### src/pevg_pkg.sv
// Constants and types for the position and emergency video generator.
// Assumes a single 250 MHz clock and an AHB-Lite register port.
`default_nettype none
package pevg_pkg;
  // ==========================================================
  // Timing
  // ==========================================================
  // Clock rate in MHz
  localparam int unsigned CLK_MHZ = 250;
  // Position pulse delay, ns
  localparam int unsigned POS_DELAY_NS = 24650;
  // Least emergency gate, ns
  localparam int unsigned GATE_MIN_NS = 14000;
  // Longest-style delay rounds down
  localparam int unsigned POS_DELAY_CYC = POS_DELAY_NS * CLK_MHZ / 1000;
  // Least gate rounds up
  localparam int unsigned GATE_MIN_CYC = (GATE_MIN_NS * CLK_MHZ + 999) / 1000;
  // Timer width
  localparam int CNT_W = 16;
  // Gate floor at counter width
  localparam logic [CNT_W-1:0] GATE_MIN = CNT_W'(GATE_MIN_CYC);
  // ==========================================================
  // Register map (byte offsets)
  // ==========================================================
  localparam logic [7:0] OFS_CTRL = 8'h00;
  localparam logic [7:0] OFS_GATE = 8'h04;
  localparam logic [7:0] OFS_STAT = 8'h08;
  localparam logic [7:0] OFS_ECNT = 8'h0C;
  // Control field positions
  localparam int CTRL_MODE = 0;
  localparam int CTRL_POSOFF = 2;
  localparam int CTRL_EMER = 3;
  localparam int CTRL_BRK = 4;
  // Mode codes
  localparam logic [1:0] MODE_1 = 2'h1;
  localparam logic [1:0] MODE_2 = 2'h2;
  localparam logic [1:0] MODE_RST = 2'h2;
  // AHB transfer type
  localparam logic [1:0] HTRANS_NONSEQ = 2'h2;
  // ==========================================================
  // Types
  // ==========================================================
  // Emergency window state
  typedef enum logic [1:0] {EMER_IDLE, EMER_GATE, EMER_ARMED} pevg_emer_t;
  // Video inputs from the decoder
  typedef struct packed {
    logic decoded_video;
    logic reply_video;
    logic bracket_first_pulse;
    logic bracket_second_pulse;
  } pevg_vid_in_t;
  // Triggers to the display pulse generators
  typedef struct packed {
    logic short_trig;
    logic long_trig;
    logic gated_bracket_video;
  } pevg_disp_t;
  // Software control
  typedef struct packed {
    logic [1:0] mode;
    logic pos_off;
    logic emer_en;
    logic brk_sel;
  } pevg_ctrl_t;
  // Whole module state
  typedef struct packed {
    logic [3:0] sync1;
    logic [3:0] sync2;
    logic [3:0] prev;
    pevg_ctrl_t ctrl;
    logic [CNT_W-1:0] gate_cyc;
    logic [CNT_W-1:0] pos_cnt;
    logic [CNT_W-1:0] gate_cnt;
    pevg_emer_t emer;
    logic [7:0] ecnt;
    logic wr_pend;
    logic [7:0] waddr;
    logic [31:0] hrdata;
    logic hreadyout;
    pevg_disp_t disp;
  } pevg_state_t;
endpackage : pevg_pkg
`default_nettype wire

### src/pevg_top.sv
// Position and emergency video generator with an AHB-Lite register slave.
// Assumes decoder pulses arrive asynchronously and last several clocks.
//
// How it works
// - Position trigger needs raw and decoded coincident
// - Trigger starts 24.65 us delay and 14 us gate
// - Position pulse emitted when delay ends
// - Mode 1 position-off suppresses generated pulse
// - Decoded, position, emergency ORed to both generators
// - Bracket pair detected whenever both brackets present
// - Bracket-pair video follows each bracket set
// - Emergency pulse needs bracket, armed window, enable
// - Window armed at gate end until restart
// - Gate started by trigger or emergency feedback
// - Each emergency pulse restarts the gate
// - Emergency and position overlap is harmless
// - Emergency logic idles when brackets stop
// - Gate width adjustable upward from 14 us
// - Emergency enabled only by selector switch
// - Bracket selector blocks or passes bracket video
// - Bracket mode displays any answered interrogation
// - Decoded video means clean code match
`default_nettype none
module pevg_top #(
  // Position delay in clocks, shortenable for simulation
  parameter int unsigned POS_DELAY = pevg_pkg::POS_DELAY_CYC
) (
  input wire logic hclk,
  input wire logic hresetn,
  input wire logic hsel,
  input wire logic [31:0] haddr,
  input wire logic [1:0] htrans,
  input wire logic hwrite,
  input wire logic [2:0] hsize,
  input wire logic [31:0] hwdata,
  input wire logic hready,
  output logic hreadyout,
  output logic [31:0] hrdata,
  output logic hresp,
  input wire pevg_pkg::pevg_vid_in_t vid_in,
  output pevg_pkg::pevg_disp_t disp
);

  // ==========================================================
  // Elaboration checks
  // ==========================================================
  // Counter must hold the delay, and the delay must be at least two
  if (POS_DELAY < 2 || POS_DELAY >= (1 << pevg_pkg::CNT_W))
  begin : g_bad_delay
    $error("POS_DELAY out of range");
  end

  // Gate floor must fit the timer, or clamping would wrap
  if (pevg_pkg::GATE_MIN_CYC >= (1 << pevg_pkg::CNT_W))
  begin : g_bad_gate
    $error("GATE_MIN_CYC does not fit CNT_W");
  end

  // ==========================================================
  // State
  // ==========================================================
  // Registered state
  pevg_pkg::pevg_state_t s_q;
  // Next state
  pevg_pkg::pevg_state_t s_d;
  // Position delay at counter width
  localparam logic [pevg_pkg::CNT_W-1:0] POS_LOAD =
    pevg_pkg::CNT_W'(POS_DELAY);
  // Counter constant one, sized from the counter width
  localparam logic [pevg_pkg::CNT_W-1:0] ONE = {{(pevg_pkg::CNT_W-1){1'h0}}, 1'h1};
  // Counter zero
  localparam logic [pevg_pkg::CNT_W-1:0] ZERO = '0;
  // Status word bit positions
  localparam int STAT_POS = 0;
  localparam int STAT_GATE = 1;
  localparam int STAT_ARMED = 2;

  // Pin sample vector
  logic [3:0] pins;
  assign pins = vid_in;

  // Decode helpers
  logic dec_lvl;
  logic trig;
  logic br_pair;
  logic pos_fire;
  logic emer_video;
  logic gate_start;
  logic gate_end;
  logic addr_ok;
  logic [7:0] aofs;
  logic [31:0] rd_val;
  logic [pevg_pkg::CNT_W-1:0] wgate;
  // Synchronised pins by name, this clock and the one before
  pevg_pkg::pevg_vid_in_t now_v;
  pevg_pkg::pevg_vid_in_t was_v;

  // ==========================================================
  // Next-state logic
  // ==========================================================
  // Whole block computed in one pass
  always_comb
  begin
    s_d = s_q;
    // Two-flop synchronisers, then edge history
    s_d.sync1 = pins;
    s_d.sync2 = s_q.sync1;
    s_d.prev = s_q.sync2;
    // Name the pins so no bit index is hard coded
    now_v = pevg_pkg::pevg_vid_in_t'(s_q.sync2);
    was_v = pevg_pkg::pevg_vid_in_t'(s_q.prev);

    // clean match only
    // Decoded video is trusted as already free of kill slots
    dec_lvl = now_v.decoded_video;

    trig = (now_v.decoded_video & now_v.reply_video) &
      ~(was_v.decoded_video & was_v.reply_video);

    // one strobe per set
    // Not gated by any code setting, so any reply frames it
    // The decoder already spaces each pair one frame period on
    br_pair = (now_v.bracket_first_pulse & now_v.bracket_second_pulse) &
      ~(was_v.bracket_first_pulse & was_v.bracket_second_pulse);

    // fire at delay end
    // Retrigger restarts; last trigger wins
    pos_fire = 1'b0;
    if (trig)
    begin
      s_d.pos_cnt = POS_LOAD;
    end
    else if (s_q.pos_cnt != ZERO)
    begin
      s_d.pos_cnt = s_q.pos_cnt - ONE;
      if (s_q.pos_cnt == ONE)
      begin
        pos_fire = 1'b1;
      end
    end

    if (s_q.ctrl.mode == pevg_pkg::MODE_1 && s_q.ctrl.pos_off)
    begin
      pos_fire = 1'b0;
    end

    emer_video = br_pair & (s_q.emer == pevg_pkg::EMER_ARMED) &
      s_q.ctrl.emer_en;

    // each pulse restarts
    // Trigger and feedback in one clock load the gate only once
    gate_start = trig | emer_video;

    gate_end = 1'b0;
    if (gate_start)
    begin
      s_d.gate_cnt = s_q.gate_cyc;
    end
    else if (s_q.gate_cnt != ZERO)
    begin
      s_d.gate_cnt = s_q.gate_cnt - ONE;
      if (s_q.gate_cnt == ONE)
      begin
        gate_end = 1'b1;
      end
    end

    // idle when brackets stop
    // Armed window waits for a start; with no more brackets it stays
    // quiet, so output falls silent without a timeout
    case (s_q.emer)
      pevg_pkg::EMER_IDLE:
      begin
        if (gate_start)
        begin
          s_d.emer = pevg_pkg::EMER_GATE;
        end
      end
      pevg_pkg::EMER_GATE:
      begin
        if (gate_end)
        begin
          s_d.emer = pevg_pkg::EMER_ARMED;
        end
      end
      pevg_pkg::EMER_ARMED:
      begin
        if (gate_start)
        begin
          s_d.emer = pevg_pkg::EMER_GATE;
        end
      end
      default:
      begin
        s_d.emer = pevg_pkg::EMER_IDLE;
      end
    endcase

    // Emergency pulse count, wraps
    if (emer_video)
    begin
      s_d.ecnt = s_q.ecnt + 8'h01;
    end

    s_d.disp.long_trig = (dec_lvl & ~was_v.decoded_video) | pos_fire | emer_video;
    s_d.disp.gated_bracket_video = br_pair & s_q.ctrl.brk_sel;
    s_d.disp.short_trig = s_d.disp.long_trig | s_d.disp.gated_bracket_video;

    // ========================================================
    // AHB-Lite slave
    // ========================================================
    // Zero wait states; always ready and OKAY
    s_d.hreadyout = 1'b1;
    aofs = haddr[7:0];
    addr_ok = hsel & hready & (htrans == pevg_pkg::HTRANS_NONSEQ);

    // Data-phase write lands here
    wgate = hwdata[pevg_pkg::CNT_W-1:0];
    if (s_q.wr_pend)
    begin
      case (s_q.waddr)
        pevg_pkg::OFS_CTRL:
        begin
          s_d.ctrl.mode = hwdata[pevg_pkg::CTRL_MODE +: 2];
          s_d.ctrl.pos_off = hwdata[pevg_pkg::CTRL_POSOFF];
          s_d.ctrl.emer_en = hwdata[pevg_pkg::CTRL_EMER];
          s_d.ctrl.brk_sel = hwdata[pevg_pkg::CTRL_BRK];
        end
        pevg_pkg::OFS_GATE:
        begin
          // clamp to floor
          // Values under the floor would shorten the window below spec
          s_d.gate_cyc = (wgate < pevg_pkg::GATE_MIN) ? pevg_pkg::GATE_MIN : wgate;
        end
        default:
        begin
          s_d.gate_cyc = s_q.gate_cyc;
        end
      endcase
    end

    // Address phase decode
    s_d.wr_pend = addr_ok & hwrite;
    s_d.waddr = aofs;

    // Read value chosen in address phase
    rd_val = 32'h0000_0000;
    case (aofs)
      pevg_pkg::OFS_CTRL:
      begin
        rd_val[pevg_pkg::CTRL_MODE +: 2] = s_q.ctrl.mode;
        rd_val[pevg_pkg::CTRL_POSOFF] = s_q.ctrl.pos_off;
        rd_val[pevg_pkg::CTRL_EMER] = s_q.ctrl.emer_en;
        rd_val[pevg_pkg::CTRL_BRK] = s_q.ctrl.brk_sel;
      end
      pevg_pkg::OFS_GATE:
      begin
        rd_val[pevg_pkg::CNT_W-1:0] = s_q.gate_cyc;
      end
      pevg_pkg::OFS_STAT:
      begin
        rd_val[STAT_POS] = (s_q.pos_cnt != ZERO);
        rd_val[STAT_GATE] = (s_q.emer == pevg_pkg::EMER_GATE);
        rd_val[STAT_ARMED] = (s_q.emer == pevg_pkg::EMER_ARMED);
      end
      pevg_pkg::OFS_ECNT:
      begin
        rd_val[7:0] = s_q.ecnt;
      end
      default:
      begin
        rd_val = 32'h0000_0000;
      end
    endcase
    if (addr_ok & ~hwrite)
    begin
      s_d.hrdata = rd_val;
    end
  end

  // ==========================================================
  // State register
  // ==========================================================
  // Asynchronous reset to constants only
  always_ff @(posedge hclk or negedge hresetn)
  begin
    if (!hresetn)
    begin
      s_q <= '{
        sync1: 4'h0,
        sync2: 4'h0,
        prev: 4'h0,
        ctrl: '{mode: pevg_pkg::MODE_RST, pos_off: 1'b0,
                emer_en: 1'b0, brk_sel: 1'b0},
        gate_cyc: pevg_pkg::GATE_MIN,
        pos_cnt: ZERO,
        gate_cnt: ZERO,
        emer: pevg_pkg::EMER_IDLE,
        ecnt: 8'h00,
        wr_pend: 1'b0,
        waddr: 8'h00,
        hrdata: 32'h0000_0000,
        hreadyout: 1'b1,
        disp: '{short_trig: 1'b0, long_trig: 1'b0,
                gated_bracket_video: 1'b0}
      };
    end
    else
    begin
      s_q <= s_d;
    end
  end

  // ==========================================================
  // Outputs
  // ==========================================================
  // All but hresp straight from flops; response is always OKAY
  assign hreadyout = s_q.hreadyout;
  assign hrdata = s_q.hrdata;
  assign hresp = 1'b0;
  assign disp = s_q.disp;

endmodule : pevg_top
`default_nettype wire

### config.mk
export PLATFORM = sky130hd
export DESIGN_NAME = pevg_top
export DESIGN_NICKNAME = d
export VERILOG_FILES = /design/src/pevg_pkg.sv /design/src/pevg_top.sv
export SDC_FILE = /design/constraint.sdc
export NUM_CORES = 1
export LEC_CHECK = 0
export ABC_AREA = 1
export BUFFER_PORTS_ARGS = -buffer_cell sky130_fd_sc_hd__buf_2
export CAP_MARGIN = 40
export CORE_ASPECT_RATIO = 1.25
export CORE_MARGIN = 1.5
export CORE_UTILIZATION = 45
export CTS_CLUSTER_DIAMETER = 200
export DETAILED_ROUTE_END_ITERATION = 16
export PLACE_DENSITY = 0.75
export SLEW_MARGIN = 30
export SYNTH_ARGS = -nofsm -noshare
export SYNTH_HDL_FRONTEND = slang
export SYNTH_SLANG_ARGS = --single-unit
### constraint.sdc
create_clock -name hclk -period 1.9 [get_ports hclk]
set_input_delay 0.095 -clock hclk [delete_from_list [all_inputs] [get_ports hclk]]
set_output_delay 0.095 -clock hclk [all_outputs]
set_load 0.1 [all_outputs]
==> flow_metrics.env <==
export IMPL_outcome="complete, no violations"
export IMPL_cts_sinks=103
export IMPL_worstHoldPathCells=3
export IMPL_antenna_found_initial=0
export IMPL_drive_above_1_share=0.140
export IMPL_die_width_um=99.3
export IMPL_grtUsageTotal=0.200
export IMPL_worst_pin_slew_ps=543
export IMPL_final_cells=844
export IMPL_post_cts_setup_buffer_count=0
export IMPL_num_rows=43
export IMPL_clk_pin_slew_ps=70
export IMPL_cp_arrival_ps=1910
export IMPL_worstSetupEndpoint="s_q[69]$_DFFE_PN0P_"
export IMPL_fillCellCount=1017
export IMPL_drc=0
export IMPL_portBuffers=53
export IMPL_overflow=0
export IMPL_first_pass_iters=5
export IMPL_setup_violations=0
export IMPL_holdWs_ps=16.3
export IMPL_wl_mm=11.4
export IMPL_cp_required_ps=2130
export IMPL_dp_hpwl_mm=8.07
export IMPL_netlist_instances=651
export IMPL_fmax_mhz=594
export IMPL_synth_seq_cells=103
export IMPL_drv_cap=0
export IMPL_root_buffer="clkbuf_16"
export IMPL_total_power_w=0.00598
export IMPL_die_area_um2=12200
export IMPL_seq_area_frac_synth=0.496
export IMPL_fin_skew_ps=8.95
export IMPL_fin_crit_sh=0.886
export IMPL_num_vias=4233
export IMPL_io_pins=115
export IMPL_syn_to_final_growth_pct=13.1
export IMPL_final_hold_violation_count=0
export IMPL_syn_area_um2=5210
export IMPL_r2r_cells=9
export IMPL_report_final_slew_viol_count=0
export IMPL_numCtsBuffers=9
export IMPL_worst_r2r_startpoint="s_q[55]$_DFFE_PN0P_"
export IMPL_avgSynthCellArea_um2=8.01
export IMPL_ir_drop_uv=629
export IMPL_setup_tns_ps=0
export IMPL_worstSkewPairLatency_ps=340
export IMPL_rsz0062_at_grt="false"
export IMPL_drt_iter0_markers=227
export IMPL_cts_tree="yes"
export IMPL_wl_per_cell_um=13.5
export IMPL_path_max_fanout=8
export IMPL_r2r_slack_ps=220
export IMPL_final_cell_area_um2=5900
export IMPL_crit_start="s_q[55]$_DFFE_PN0P_"
export IMPL_synthArstFlopShare=1.00
export IMPL_coreArea_um2=11200
export IMPL_placed_cells=815
export IMPL_yosysWarnings=0
export IMPL_r2r_end="s_q[69]$_DFFE_PN0P_"
export IMPL_cts_max_path_buffers=2
export IMPL_dieHeight_um=123
export IMPL_path_class="reg2reg"
export IMPL_ant_nets=0
export IMPL_finalCriticalPeriod_ps=1680
export IMPL_grt_pass1_wl_mm=19.3
export IMPL_grt_max_degree=63
export IMPL_powerDensity_nw_per_um2=1010
export IMPL_routed_via_density=5.02
export IMPL_gp_congestion=0.942
export IMPL_nets=790
export IMPL_diodes=0
export IMPL_placed_area_um2=5440
export IMPL_grt_pass1_vias=4283
export IMPL_hold_path_class="in2reg"
export IMPL_htree_levels=3
export IMPL_leakagePower_nw=3.13
export IMPL_synth_edf_count=0
export IMPL_synth_ff_type="dfrtp_1"
export IMPL_initial_core_util=0.466
export IMPL_relSlewSlack=0.637
export IMPL_start_kind="flop"
export IMPL_yosysUniqueCellTypes=33
export IMPL_end_kind="flop"
[final cells by class]
class | count | area, µm² | area share
Sequential cell | 103 | 2590 | 0.439
Multi-Input combinational cell | 445 | 2080 | 0.353
Timing Repair Buffer | 73 | 465 | 0.0789
Inverter | 73 | 279 | 0.0473
Clock buffer | 12 | 246 | 0.0418
Tap cell | 135 | 169 | 0.0287
Clock inverter | 3 | 67.6 | 0.0115
[cells in the final DEF, fill, tap and decap left out]
master	synthesis	final
nand2_1	184	184
dfrtp_1	95	95
nor2_1	89	89
inv_1	70	70
buf_2	0	52
nand3_1	47	47
o21ai_0	28	28
conb_1	2	18
dlygate4sd3_1	0	14
nand4_1	13	13
clkbuf_16	0	9
xnor2_1	8	8
a21boi_0	8	8
dfstp_2	8	8
a21oi_1	7	7
ha_1	7	7
xor2_1	6	6
buf_4	37	6
or2_2	5	5
nor2_2	5	5
nand3b_1	3	3
o22ai_1	3	3
nand3_2	2	2
nor2_4	2	2
o31ai_1	2	2
inv_2	2	2
nor3_1	2	2
o211ai_1	2	2
bufinv_16	0	2
clkbuf_1	6	2
nand2_2	1	1
nor2_8	1	1
inv_6	1	1
o21bai_1	1	1
nor2b_1	1	1
clkinvlp_4	0	1
clkbuf_8	0	1
buf_12	0	1
[state kept, by name, indices dropped and copies added (netlist names)]
name	flops
s_d	4
disp	3
now_v	4
s_q	72
hrdata	16
was_v	4
[power by group]
group / leakage, nW / total, W / switching, W / internal, W
sequential: 1.24 / 0.00266 / 0.000218 / 0.00244
clock: 0.149 / 0.00196 / 0.000774 / 0.00118
combinational: 1.75 / 0.00136 / 0.000919 / 0.000442
[routing by layer]
metal	part of all wire	GRT usage	wire length, µm
met2	0.51	0.360	5800
met4	0.033	0.108	374
met3	0.034	0.0243	388
met5	0	0	0
met1	0.42	0.232	4790
[worst min-delay path by stage]
stage,start,end,slack [ps]
floorplan,hresetn,disp[0]$_DFF_PN0_,-200
CTS,hwdata[6],s_q[93]$_DFFE_PN0P_,8
detailed placement,hresetn,hrdata[8]$_DFFE_PN0P_,-20
finish,hwdata[6],s_q[93]$_DFFE_PN0P_,20
global placement,hresetn,hrdata[9]$_DFFE_PN0P_,-20
global route,hwdata[6],s_q[93]$_DFFE_PN0P_,20
[worst max-delay path, stage by stage (launching register included)]
cell,delay [ps]
dfrtp_1,400
inv_1,140
ha_1,160
nand2_1,50
nor2_1,110
nand2_1,100
nand2_1,280
inv_2,150
nand3_1,120
nand2_1,60
[cell families (layout without fill, tap and decap cells)]
family,after synthesis,in the layout,share of synthesized area
flip-flops,103,103,0.496
AO/OA/AOI/OAI,51,51,0.0559
adder cells (fa/ha/maj),7,7,0.0168
AND/OR/NAND/NOR,355,355,0.290
other,2,18,0.00144
buffers and inverters,119,161,0.116
XOR/XNOR,14,14,0.0235
[timing repair]
| item | 4_1_cts | 5_1_grt |
|---|---|---|
| gates resized for setup | 0 | 0 |
| endpoints found under the hold margin | 110 | 0 |
| hold buffers | 14 | 0 |
[synthesized netlist by cell type (2+ instances only)]
cell type	number	area share
o22ai_1	3	0.0036
o21ai_0	28	0.027
nor2_1	89	0.064
clkbuf_1	6	0.0043
nand3b_1	3	0.0043
a21boi_0	8	0.012
ha_1	7	0.017
conb_1	2	0.0014
buf_4	37	0.053
dfrtp_1	95	0.46
inv_1	70	0.050
nor2_4	2	0.0043
nand2_1	184	0.13
xor2_1	6	0.010
or2_2	5	0.0060
nand3_1	47	0.045
dfstp_2	8	0.040
o31ai_1	2	0.0029
o211ai_1	2	0.0029
nor2_2	5	0.0060
xnor2_1	8	0.013
buf_6	2	0.0043
a21oi_1	7	0.0067
nand4_1	13	0.016
nand3_2	2	0.0038
inv_2	2	0.0014
nor3_1	2	0.0019
[stage by stage]
stage / setup slack [ps] / utilization
floorplan: 519 / -
global placement: 281 / 0.486
CTS: 230 / 0.527
detailed placement: 259 / 0.486
global route: 27.5 / 0.527
finish: 216 / 0.527
No activity file was read; power rests on OpenSTA's default activity.
